==> src/shared/ebm_pkg.sv <==
`default_nettype none
package ebm_pkg;
    localparam int INT_ADDR_W   = 24;
    localparam int PIN_ADDR_W   = 20;
    localparam int DATA_W       = 16;
    localparam int BYTE_W       = 8;
    localparam logic [23:0] RESET_FETCH_ADDR = 24'hff2080;

    // Phase lengths in clock cycles
    localparam logic [3:0] ADDR_PHASE_CYC = 4'h1;
    localparam logic [3:0] DATA_PHASE_CYC = 4'h2;

    typedef enum logic [3:0] {
        ST_IDLE   = 4'b0001,
        ST_ADDR   = 4'b0010,
        ST_DATA   = 4'b0100,
        ST_RESULT = 4'b1000
    } ebm_state_e;

    typedef enum logic [1:0] {
        BYTES_WORD = 2'h0,
        BYTES_LOW  = 2'h1,
        BYTES_HIGH = 2'h2
    } ebm_bytes_e;

    typedef struct packed {
        logic [23:0] addr;
        logic [15:0] wdata;
        logic        write;
        logic        external;
        logic        bus16;
        logic        muxed;
        ebm_bytes_e  bytes;
    } ebm_req_s;

    typedef struct packed {
        logic [15:0] rdata;
        logic        external;
    } ebm_rsp_s;
endpackage
`default_nettype wire

==> src/ebm_bus_mux.sv <==
`default_nettype none
module ebm_bus_mux
    import ebm_pkg::*;
(
    // Clock and reset
    input  wire logic                  sys_clk_i,
    input  wire logic                  sys_rst_i,
    // Request from internal bus
    input  wire logic                  req_valid_i,
    output logic                       req_ready_o,
    input  wire ebm_req_s              req_i,
    input  wire logic [BYTE_W-1:0]     int_high_byte_i,
    // Response to internal bus
    output logic                       rsp_valid_o,
    input  wire logic                  rsp_ready_i,
    output ebm_rsp_s                   rsp_o,
    // Reset fetch address
    output logic [INT_ADDR_W-1:0]      reset_fetch_addr_o,
    // External pins
    output logic [DATA_W-1:0]          low_addr_lines_o,
    output logic [3:0]                 high_addr_lines_o,
    input  wire logic [DATA_W-1:0]     shared_addr_data_lines_i,
    output logic [DATA_W-1:0]          shared_addr_data_lines_o,
    output logic [DATA_W-1:0]          shared_addr_data_lines_oe_n_o,
    output logic                       addr_latch_o,
    output logic                       upper_byte_enable_n_o,
    output logic                       addr_bit_zero_o
);

    ebm_state_e              state_reg, state_next;
    ebm_req_s                cur_reg, cur_next;
    logic [3:0]              cnt_reg, cnt_next;
    logic [DATA_W-1:0]       low_reg, low_next;
    logic [3:0]              high_reg, high_next;
    logic [DATA_W-1:0]       ad_reg, ad_next;
    logic [DATA_W-1:0]       oe_reg, oe_next;
    logic                    ale_reg, ale_next;
    logic                    bhe_reg, bhe_next;
    logic [DATA_W-1:0]       rd_reg, rd_next;
    logic                    rdy_reg, rdy_next;
    logic                    rspv_reg, rspv_next;
    logic [INT_ADDR_W-1:0]   fetch_reg, fetch_next;
    // Two-entry result buffer
    // Ready waits for an empty buffer: simple ordering, less throughput
    ebm_rsp_s                buf_reg [2];
    ebm_rsp_s                buf_next [2];
    logic [1:0]              cnt_buf_reg, cnt_buf_next;

    localparam logic [DATA_W-1:0] ALL_DRIVE = 16'h0000;
    localparam logic [DATA_W-1:0] ALL_FLOAT = 16'hffff;
    localparam logic [DATA_W-1:0] HIGH_DRV  = 16'h00ff;

    // Data-phase drive pattern per mode
    function automatic logic [DATA_W-1:0] data_oe(input ebm_req_s r);
        if (r.write) begin
            data_oe = ALL_DRIVE;
        end else if (!r.bus16 && !r.muxed) begin
            data_oe = HIGH_DRV;
        end else if (!r.bus16) begin
            data_oe = HIGH_DRV;
        end else begin
            data_oe = ALL_FLOAT;
        end
    endfunction

    function automatic logic [DATA_W-1:0] data_val(input ebm_req_s r,
                                                    input logic [BYTE_W-1:0] hb);
        if (!r.bus16 && r.muxed) begin
            data_val = {r.addr[15:8], r.wdata[7:0]};
        end else if (!r.bus16) begin
            data_val = {hb, r.wdata[7:0]};
        end else begin
            data_val = r.wdata;
        end
    endfunction

    always_comb begin
        state_next   = state_reg;
        cur_next     = cur_reg;
        cnt_next     = cnt_reg;
        low_next     = low_reg;
        high_next    = high_reg;
        ad_next      = ad_reg;
        oe_next      = oe_reg;
        ale_next     = 1'b0;
        bhe_next     = bhe_reg;
        rd_next      = rd_reg;
        rdy_next     = 1'b0;
        buf_next     = buf_reg;
        cnt_buf_next = cnt_buf_reg;
        case (state_reg)
            ST_IDLE: begin
                rdy_next = (cnt_buf_reg == 2'h0);
                if (req_valid_i && rdy_reg) begin
                    cur_next = req_i;
                    if (req_i.external) begin
                        low_next  = req_i.addr[15:0];
                        high_next = req_i.addr[19:16];
                        bhe_next  = (req_i.bytes == BYTES_LOW) || !req_i.bus16;
                        ale_next  = 1'b1;
                        cnt_next  = ADDR_PHASE_CYC;
                        if (req_i.muxed) begin
                            ad_next = req_i.addr[15:0];
                            oe_next = ALL_DRIVE;
                        end else begin
                            ad_next = data_val(req_i, int_high_byte_i);
                            oe_next = data_oe(req_i);
                        end
                        state_next = ST_ADDR;
                    end else begin
                        rd_next    = {DATA_W{1'b0}};
                        state_next = ST_RESULT;
                    end
                    rdy_next = 1'b0;
                end
            end
            ST_ADDR: begin
                // Strobe drops after address phase, well before cycle end
                // Counts down, so a longer address phase needs only the constant
                cnt_next = cnt_reg - 4'h1;
                if (cnt_reg == 4'h1) begin
                    ad_next    = data_val(cur_reg, int_high_byte_i);
                    oe_next    = data_oe(cur_reg);
                    cnt_next   = DATA_PHASE_CYC;
                    state_next = ST_DATA;
                end
            end
            ST_DATA: begin
                if (!cur_reg.bus16 && !cur_reg.muxed) begin
                    ad_next[15:8] = int_high_byte_i;
                end
                cnt_next = cnt_reg - 4'h1;
                if (cnt_reg == 4'h1) begin
                    rd_next    = shared_addr_data_lines_i;
                    state_next = ST_RESULT;
                end
            end
            ST_RESULT: begin
                // Release the shared lines before the next cycle can start
                oe_next = ALL_FLOAT;
                buf_next[cnt_buf_reg[0]] = '{rdata: rd_reg, external: cur_reg.external};
                cnt_buf_next = cnt_buf_reg + 2'h1;
                state_next   = ST_IDLE;
            end
            default: state_next = ST_IDLE;
        endcase
        // Drain side; receiver may stall without loss
        if (cnt_buf_reg != 2'h0 && rsp_ready_i && state_reg != ST_RESULT) begin
            buf_next[0]  = buf_reg[1];
            cnt_buf_next = cnt_buf_reg - 2'h1;
        end
        // Valid flop tracks the count in the same cycle
        rspv_next  = (cnt_buf_next != 2'h0);
        fetch_next = RESET_FETCH_ADDR;
    end

    always_ff @(posedge sys_clk_i) begin
        if (sys_rst_i) begin
            state_reg   <= ST_IDLE;
            cur_reg     <= '0;
            cnt_reg     <= 4'h0;
            low_reg     <= RESET_FETCH_ADDR[15:0];
            high_reg    <= RESET_FETCH_ADDR[19:16];
            ad_reg      <= '0;
            oe_reg      <= ALL_FLOAT;
            ale_reg     <= 1'b0;
            bhe_reg     <= 1'b1;
            rd_reg      <= '0;
            rdy_reg     <= 1'b0;
            buf_reg[0]  <= '0;
            buf_reg[1]  <= '0;
            cnt_buf_reg <= 2'h0;
            rspv_reg    <= 1'b0;
            fetch_reg   <= RESET_FETCH_ADDR;
        end else begin
            state_reg   <= state_next;
            cur_reg     <= cur_next;
            cnt_reg     <= cnt_next;
            low_reg     <= low_next;
            high_reg    <= high_next;
            ad_reg      <= ad_next;
            oe_reg      <= oe_next;
            ale_reg     <= ale_next;
            bhe_reg     <= bhe_next;
            rd_reg      <= rd_next;
            rdy_reg     <= rdy_next;
            buf_reg     <= buf_next;
            cnt_buf_reg <= cnt_buf_next;
            rspv_reg    <= rspv_next;
            fetch_reg   <= fetch_next;
        end
    end

    assign req_ready_o                   = rdy_reg;
    assign rsp_valid_o                   = rspv_reg;
    assign rsp_o                         = buf_reg[0];
    // Constant, kept in a flop so every pin output is registered
    assign reset_fetch_addr_o            = fetch_reg;
    assign low_addr_lines_o              = low_reg;
    assign high_addr_lines_o             = high_reg;
    assign shared_addr_data_lines_o      = ad_reg;
    assign shared_addr_data_lines_oe_n_o = oe_reg;
    assign addr_latch_o                  = ale_reg;
    assign upper_byte_enable_n_o         = bhe_reg;
    assign addr_bit_zero_o               = low_reg[0];

endmodule
`default_nettype wire

==> config.mk <==
export PLATFORM = sky130hd
export DESIGN_NAME = ebm_bus_mux
export DESIGN_NICKNAME = d
export VERILOG_FILES = /design/src/shared/ebm_pkg.sv /design/src/ebm_bus_mux.sv
export SDC_FILE = /design/constraint.sdc
export NUM_CORES = 1
export LEC_CHECK = 0
export BUFFER_PORTS_ARGS = -buffer_cell sky130_fd_sc_hd__buf_4
export CORE_AREA = 2 2 154 81
export CTS_CLUSTER_SIZE = 24
export DETAILED_ROUTE_END_ITERATION = 12
export DIE_AREA = 0 0 156 83
export PLACE_DENSITY = 0.81
export SETUP_SLACK_MARGIN = 0.02
export SLEW_MARGIN = 20
export SYNTH_ARGS = -nofsm -noshare
export SYNTH_HDL_FRONTEND = slang
export SYNTH_SLANG_ARGS = --single-unit
==> constraint.sdc <==
create_clock -name sys_clk_i -period 3.9 [get_ports sys_clk_i]
set_input_delay 0.78 -clock sys_clk_i [delete_from_list [all_inputs] [get_ports sys_clk_i]]
set_output_delay 0.78 -clock sys_clk_i [all_outputs]
set_load 0.005 [all_outputs]
==> results of run 1 <==
## Yosys cell counts, types with 2 or more instances
cell type / n
buf_6: 6
nand4b_1: 2
a21oi_2: 2
a22oi_1: 24
mux2i_1: 36
buf_4: 62
o21ai_0: 17
nor2_1: 43
nand2b_1: 4
or4b_1: 2
a211o_1: 11
ha_1: 4
dfxtp_1: 130
inv_1: 7
nor3_1: 4
nand3b_1: 6
buf_2: 8
nor2b_1: 4
nor2_2: 3
nor4_1: 2
a21o_1: 2
conb_1: 2
a22o_1: 16
nor4b_4: 5
nor3_2: 2
clkbuf_1: 31
and2_1: 2
a21oi_1: 76
nor2_4: 3
nor3b_1: 3
a311oi_1: 9
nand2_1: 159
a31oi_1: 4
## routing by layer
metal / track usage (%) / part of all wire [%] / vias up
li1: - / - / 2512
met2: 38.1 / 45 / 237
met5: 0 / 0 / -
met4: 5.92 / 1.1 / 0
met3: 6.73 / 7.8 / 19
met1: 33.4 / 46 / 2517
## placed cells by master, fill, tap and decap left out, drive strengths merged, types with 2 or more instances in the layout
master	count
mux2i	36
a31oi	4
o21ai	18
conb	24
a311oi	9
a21boi	2
clkinvlp	3
nand4b	2
nor2	49
nor2b	4
clkinv	5
nand2b	4
inv	12
dfxtp	130
nor4b	5
nor3	7
nor3b	4
a211o	11
clkbuf	18
a2111oi	2
a22o	16
nand3b	6
buf	149
a22oi	24
a21o	2
ha	4
a21oi	79
or4b	3
nand2	159
nor4	2
and2	2
## report_power, final
| part | switching (uW) | total, uW | internal, uW |
|---|---|---|---|
| registers | 71.3 | 1470 | 1400 |
| clock network | 623 | 1510 | 885 |
| logic | 278 | 496 | 218 |
## kinds of logic (layout without fill, tap and decap cells)
kind of cell	after synthesis	count (layout)	synth area share, %
XOR/XNOR	2	2	0.288
AO/OA/AOI/OAI	168	168	18.2
other	2	24	0.124
AND/OR/NAND/NOR	251	251	20.1
adder cells (fa/ha/maj)	4	4	0.823
buffers and inverters	114	188	11.8
multiplexers	36	36	5.93
flip-flops	130	130	42.8
## path summary, 6_finish.rpt
| kind | startpoint | endpoint |
|---|---|---|
| worst max-delay path | state_reg[1]$_SDFFE_PP0P_ | shared_addr_data_lines_o[9]$_SDFFE_PP0P_ |
| worst min-delay path | cur_reg[21]$_SDFFE_PP0N_ | cur_reg[21]$_SDFFE_PP0N_ |
| worst max register to register | state_reg[1]$_SDFFE_PP0P_ | shared_addr_data_lines_o[9]$_SDFFE_PP0P_ |
| worst min register to register | cur_reg[21]$_SDFFE_PP0N_ | cur_reg[21]$_SDFFE_PP0N_ |
## layout make-up
type	count	area (sq um)	share of cell area (%)
clock buffers	18	429	5.85
clock inverters	14	129	1.76
inverters	7	26.3	0.358
multi-input cells	485	2840	38.8
flip-flops and latches	130	2600	35.5
well taps	150	188	2.56
repair buffers	149	1120	15.2
## critical path: stages (launching register included)
cell      delay (ns)
dfxtp_1         0.79
or4b_1          0.86
o22ai_2         0.34
a21oi_4         0.13
a21boi_1        0.19
a311oi_1        0.33
## stage by stage
stage                     setup WS [ns]  area [sq um]  utilization [%]  instances  hold slack, ns
final                              1.15          7340             63.7        953           0.456
after global routing              0.861          7340             63.7        953           0.472
after CTS                          1.17          7340             63.7        953           0.454
after detailed placement           1.20          6780             58.8        921           0.447
after global placement             1.36          6780             58.8        921           0.441
after floorplan                    1.64          6160                -        729           0.436
==> results.py, run 1 <==
metrics = {
    "die": {
        "floorplan.initialDensity_pct": 52.7,
        "floorplan.io_pins": 172,
        "design.die.area_sq_um": 12900,
        "fp.dieW_um": 156,
        "core_sq_um": 11500,
        "die-height_um": 83,
        "num_rows": 28,
    },
    "setup_path": {
        "timing.critical_path.required_ns": 4.19,
        "ff2ff_setup_slack_ns": 1.15,
        "start_kind": "flop",
        "worst_setup_path_end_kind": "flop",
        "worst-path-max-fanout": 23,
        "worst_r2r_path_depth": 5,
        "cp_class": "reg -> reg",
        "worst_ep_arrival_time_ns": 3.04,
    },
    "clock_tree": {
        "clockRootBuffer": "clkbuf_16",
        "clock-sinks": 130,
        "cts_tree": "built",
        "clock_transition_at_the_registers_of_the_reported_paths_ns": 0.06,
        "cts.hold.buffers_added": 0,
        "cts_made_buffers": 17,
        "postCtsSetupRepairBufs": 0,
        "cts_resized": 0,
        "h-tree-depth": 4,
        "clock_latency_late_sink_ns": 0.41,
        "max-clock-path-buffers": 2,
    },
    "power_and_ir_drop": {
        "vdd.ir_drop.worst_v": 0.000334,
        "finalPower_uw": 3480,
        "pwr_density_cell_nw_per_um2": 474,
        "power_leakage_uw": 0.00293,
    },
    "yosys": {
        "synth.lib_cells_used.distinct": 49,
        "register_area_share_after_synthesis_pct": 42.8,
        "synth.top_cell.area_share_pct": 42.8,
        "yosysWarningCount": 0,
        "synth.largest_area_cell": "dfxtp_1",
        "yosys-top-cells-area": "dfxtp_1, nand2_1, buf_4",
        "postSynthRegisterBits": 130,
        "synth-async-reset-ratio_pct": 0,
        "synthesis.area_sq_um": 6080,
        "synth_area_per_cell_sq_um": 8.60,
        "count_of_flip_flops_with_a_built_in_enable_after_synthesis": 0,
        "syn-instance-count": 707,
        "ys_dominant_reg_cell": "dfxtp_1",
    },
    "global_route": {
        "grtUsageTotal_pct": 24.3,
        "grt_overflow": 0,
        "initial_antenna_violation_count": 0,
        "grt_max_degree": 81,
        "first_global_vias": 5102,
        "grt_pass1_wl_um": 25300,
    },
    "sta": {
        "period_minus_slack_ns": 2.75,
        "max_slew.worst_pin.slew_ns": 1.09,
        "skew_ns": 0.0115,
        "final_max_slew_viol_count": 0,
        "rsz0062_at_grt": "false",
        "timing.final.setup_violations": 0,
        "min_period_over_period_pct": 70.6,
        "worst_slew_margin_rel_pct": 27.2,
        "tns_ns": 0,
        "max_freq_ghz": 0.363,
        "number_of_hold_violations_in_the_final_report": 0,
    },
    "worst_hold_path": {
        "hold_class": "reg -> reg",
        "min_path_cells": 2,
    },
    "cells_and_area": {
        "antenna_cells_inserted": 0,
        "final_layout_size_suffix_gt1_share_pct": 25.2,
        "fillers": 941,
        "nNetsFinal": 868,
        "largest_register_ffs": 28,
        "syn_to_final_growth_pct": 20.7,
    },
    "placement": {
        "placer_s_final_routability_congestion_estimate": 0.823,
        "port_buffers": 143,
        "dp_hpwl_um": 10900,
    },
    "run_status": {
        "run_status": "finished clean",
    },
    "detailed_routing": {
        "remaining_drc_errors": 0,
        "viasPerCell": 5.55,
        "per_cell_routed_wire_length_um": 16.6,
        "antenna_left": 0,
        "vias": 5285,
        "detailed_router_iteration_count_before_antenna_repair": 5,
        "wirelength_um": 15800,
        "dr.first_iter.drc_count": 394,
    },
    "flow_run": {
        "cap_viol_max_count": 0,
    },
}
Power figures use the tool's default switching activity.
==> run 2, diff against run 1 <==
CORE_AREA = 2 2 164 86   (was 2 2 154 81)
DIE_AREA = 0 0 166 88   (was 0 0 156 83)
PLACE_DENSITY = 0.75   (was 0.81)
clock period = 2.5 ns   (was 3.9 ns; I/O delays follow)
==> run 2 against run 1 <==
- critical path depth down 1
- total power rose by 56%
- utilization is 6.6 points lower
- register-to-register slack got worse by 0.93 ns
- global-route usage decreased by 3.5 points
- highest routed layer unchanged
- die area up 13%
- count of clock-buffer cells in the layout decreased by 1
- sequential power is 54% higher
- largest power group unchanged
- combinational power increased by 64%
- cell area is 2.5% higher
- clock skew is essentially flat
==> results.py, run 2 (same netlist as run 1, synthesis figures left out) <==
metrics = {
    "run_status": {
        "run_status": "finished clean",
    },
    "setup_path": {
        "crit-reg2reg-launch": "state_reg[0]$_SDFFE_PP1P_",
        "worst-path-max-fanout": 16,
        "startpoint": "state_reg[0]$_SDFFE_PP1P_",
        "start_kind": "flop",
        "worst_ep_arrival_time_ns": 2.63,
        "worst_setup_path_end_kind": "flop",
        "timing.critical_path.required_ns": 2.85,
        "cp_class": "reg -> reg",
    },
    "placement": {
        "dp.cells": 965,
        "dp_hpwl_um": 10800,
        "port_buffers": 143,
        "placer_s_final_routability_congestion_estimate": 0.817,
    },
    "sta": {
        "timing.final.setup_violations": 0,
        "worst_slew_margin_rel_pct": 41.4,
        "number_of_hold_violations_in_the_final_report": 0,
        "tns_ns": 0,
        "rsz0062_at_grt": "false",
        "period_minus_slack_ns": 2.28,
        "min_period_over_period_pct": 91.3,
        "final_max_slew_viol_count": 0,
        "max_freq_ghz": 0.438,
        "skew_ns": 0.0113,
        "max_slew.worst_pin.slew_ns": 0.879,
    },
    "detailed_routing": {
        "antenna_left": 0,
        "vias": 5112,
        "dr.first_iter.drc_count": 320,
        "remaining_drc_errors": 0,
        "viasPerCell": 5.13,
        "wirelength_um": 15200,
        "detailed_router_iteration_count_before_antenna_repair": 5,
        "per_cell_routed_wire_length_um": 15.3,
    },
    "global_route": {
        "met1_usage_pct": 30.5,
        "grt_max_degree": 52,
        "first_global_vias": 4680,
        "grtUsageTotal_pct": 20.8,
        "grt-busiest-layer": "met1",
        "initial_antenna_violation_count": 0,
        "met2_usage_pct": 29.8,
        "grt_pass1_wl_um": 24200,
        "grt_overflow": 0,
        "gr-usage-met3_pct": 6.37,
    },
    "flow_run": {
        "cap_viol_max_count": 0,
    },
    "clock_tree": {
        "clock_transition_at_the_registers_of_the_reported_paths_ns": 0.06,
        "clock-sinks": 130,
        "max-clock-path-buffers": 2,
        "cts_made_buffers": 17,
        "cts_resized": 0,
        "cts.hold.buffers_added": 0,
        "clockRootBuffer": "clkbuf_16",
        "postCtsSetupRepairBufs": 0,
        "h-tree-depth": 4,
        "cts_tree": "built",
        "clock_latency_late_sink_ns": 0.41,
    },
    "die": {
        "core_sq_um": 13200,
        "floorplan.initialDensity_pct": 46.1,
        "die-height_um": 88,
        "fp.dieW_um": 166,
        "num_rows": 30,
        "design.die.area_sq_um": 14600,
        "floorplan.io_pins": 172,
    },
    "power_and_ir_drop": {
        "power_leakage_uw": 0.00302,
        "finalPower_uw": 5430,
        "vdd.ir_drop.worst_v": 0.000398,
        "pwr_density_cell_nw_per_um2": 722,
    },
    "cells_and_area": {
        "nNetsFinal": 886,
        "antenna_cells_inserted": 0,
        "layout_commonest_cell": "buf_4",
        "final_layout_size_suffix_gt1_share_pct": 27.0,
        "largest_register_ffs": 28,
        "final_cells": 997,
        "syn_to_final_growth_pct": 23.7,
        "layout.cells.most_common_list": "buf_4, nand2_1, dfxtp_1",
    },
    "worst_hold_path": {
        "holdCritStartpoint": "shared_addr_data_lines_i[10]",
        "hold_class": "in -> reg",
    },
}
==> run 2: worst max-delay path: stages (launching register included) <==
cell and delay [ns]:
dfxtp_1 0.63, nor4b_4 0.40, nand2_1 0.19, a21oi_2 0.73, a22o_1 0.26
==> run 2: final timing paths <==
path / endpoint / slack, ns / cells past startpoint
hold / removal: rd_reg[10]$_SDFFE_PP0P_ / 0.30 / 2
setup / recovery: rd_reg[7]$_SDFFE_PP0P_ / 0.22 / 4
setup reg to reg: rd_reg[7]$_SDFFE_PP0P_ / 0.22 / 4
hold reg to reg: rsp_o[1]$_SDFFE_PP0P_ / 0.45 / 2
==> run 2: area by class of cell <==
| class | count | area (sq um) |
|---|---|---|
| Timing Repair Buffer | 167 | 1270 |
| Sequential cell | 130 | 2600 |
| Inverter | 7 | 26.3 |
| Clock buffer | 17 | 425 |
| Tap cell | 176 | 220 |
| Multi-Input combinational cell | 485 | 2850 |
| Clock inverter | 15 | 133 |
| Fill cell | 1207 | 5660 |
==> run 2: layer usage <==
layer  vias up  share of wire (%)
li1       2553                  -
met1      2379                 51
met5         -                  0
met2       174                 41
met3         6                7.3
met4         0               0.45
==> run 2: stage by stage <==
stage	setup WS, ns	instance area (sq um)	hold WS, ns	utilization (%)
after floorplan	0.238	6160	0.436	-
after global placement	0.320	6960	0.443	52.8
after detailed placement	0.260	6960	0.447	52.8
after CTS	0.242	7520	0.287	57.1
after global routing	0.125	7520	0.289	57.1
final	0.218	7520	0.297	57.1
==> run 2: power by group <==
group          leakage (uW)  internal, uW  total, uW  switching [uW]
clock              0.000266          1370       2340             963
sequential          0.00105          2190       2270            89.6
combinational       0.00170           365        815             450
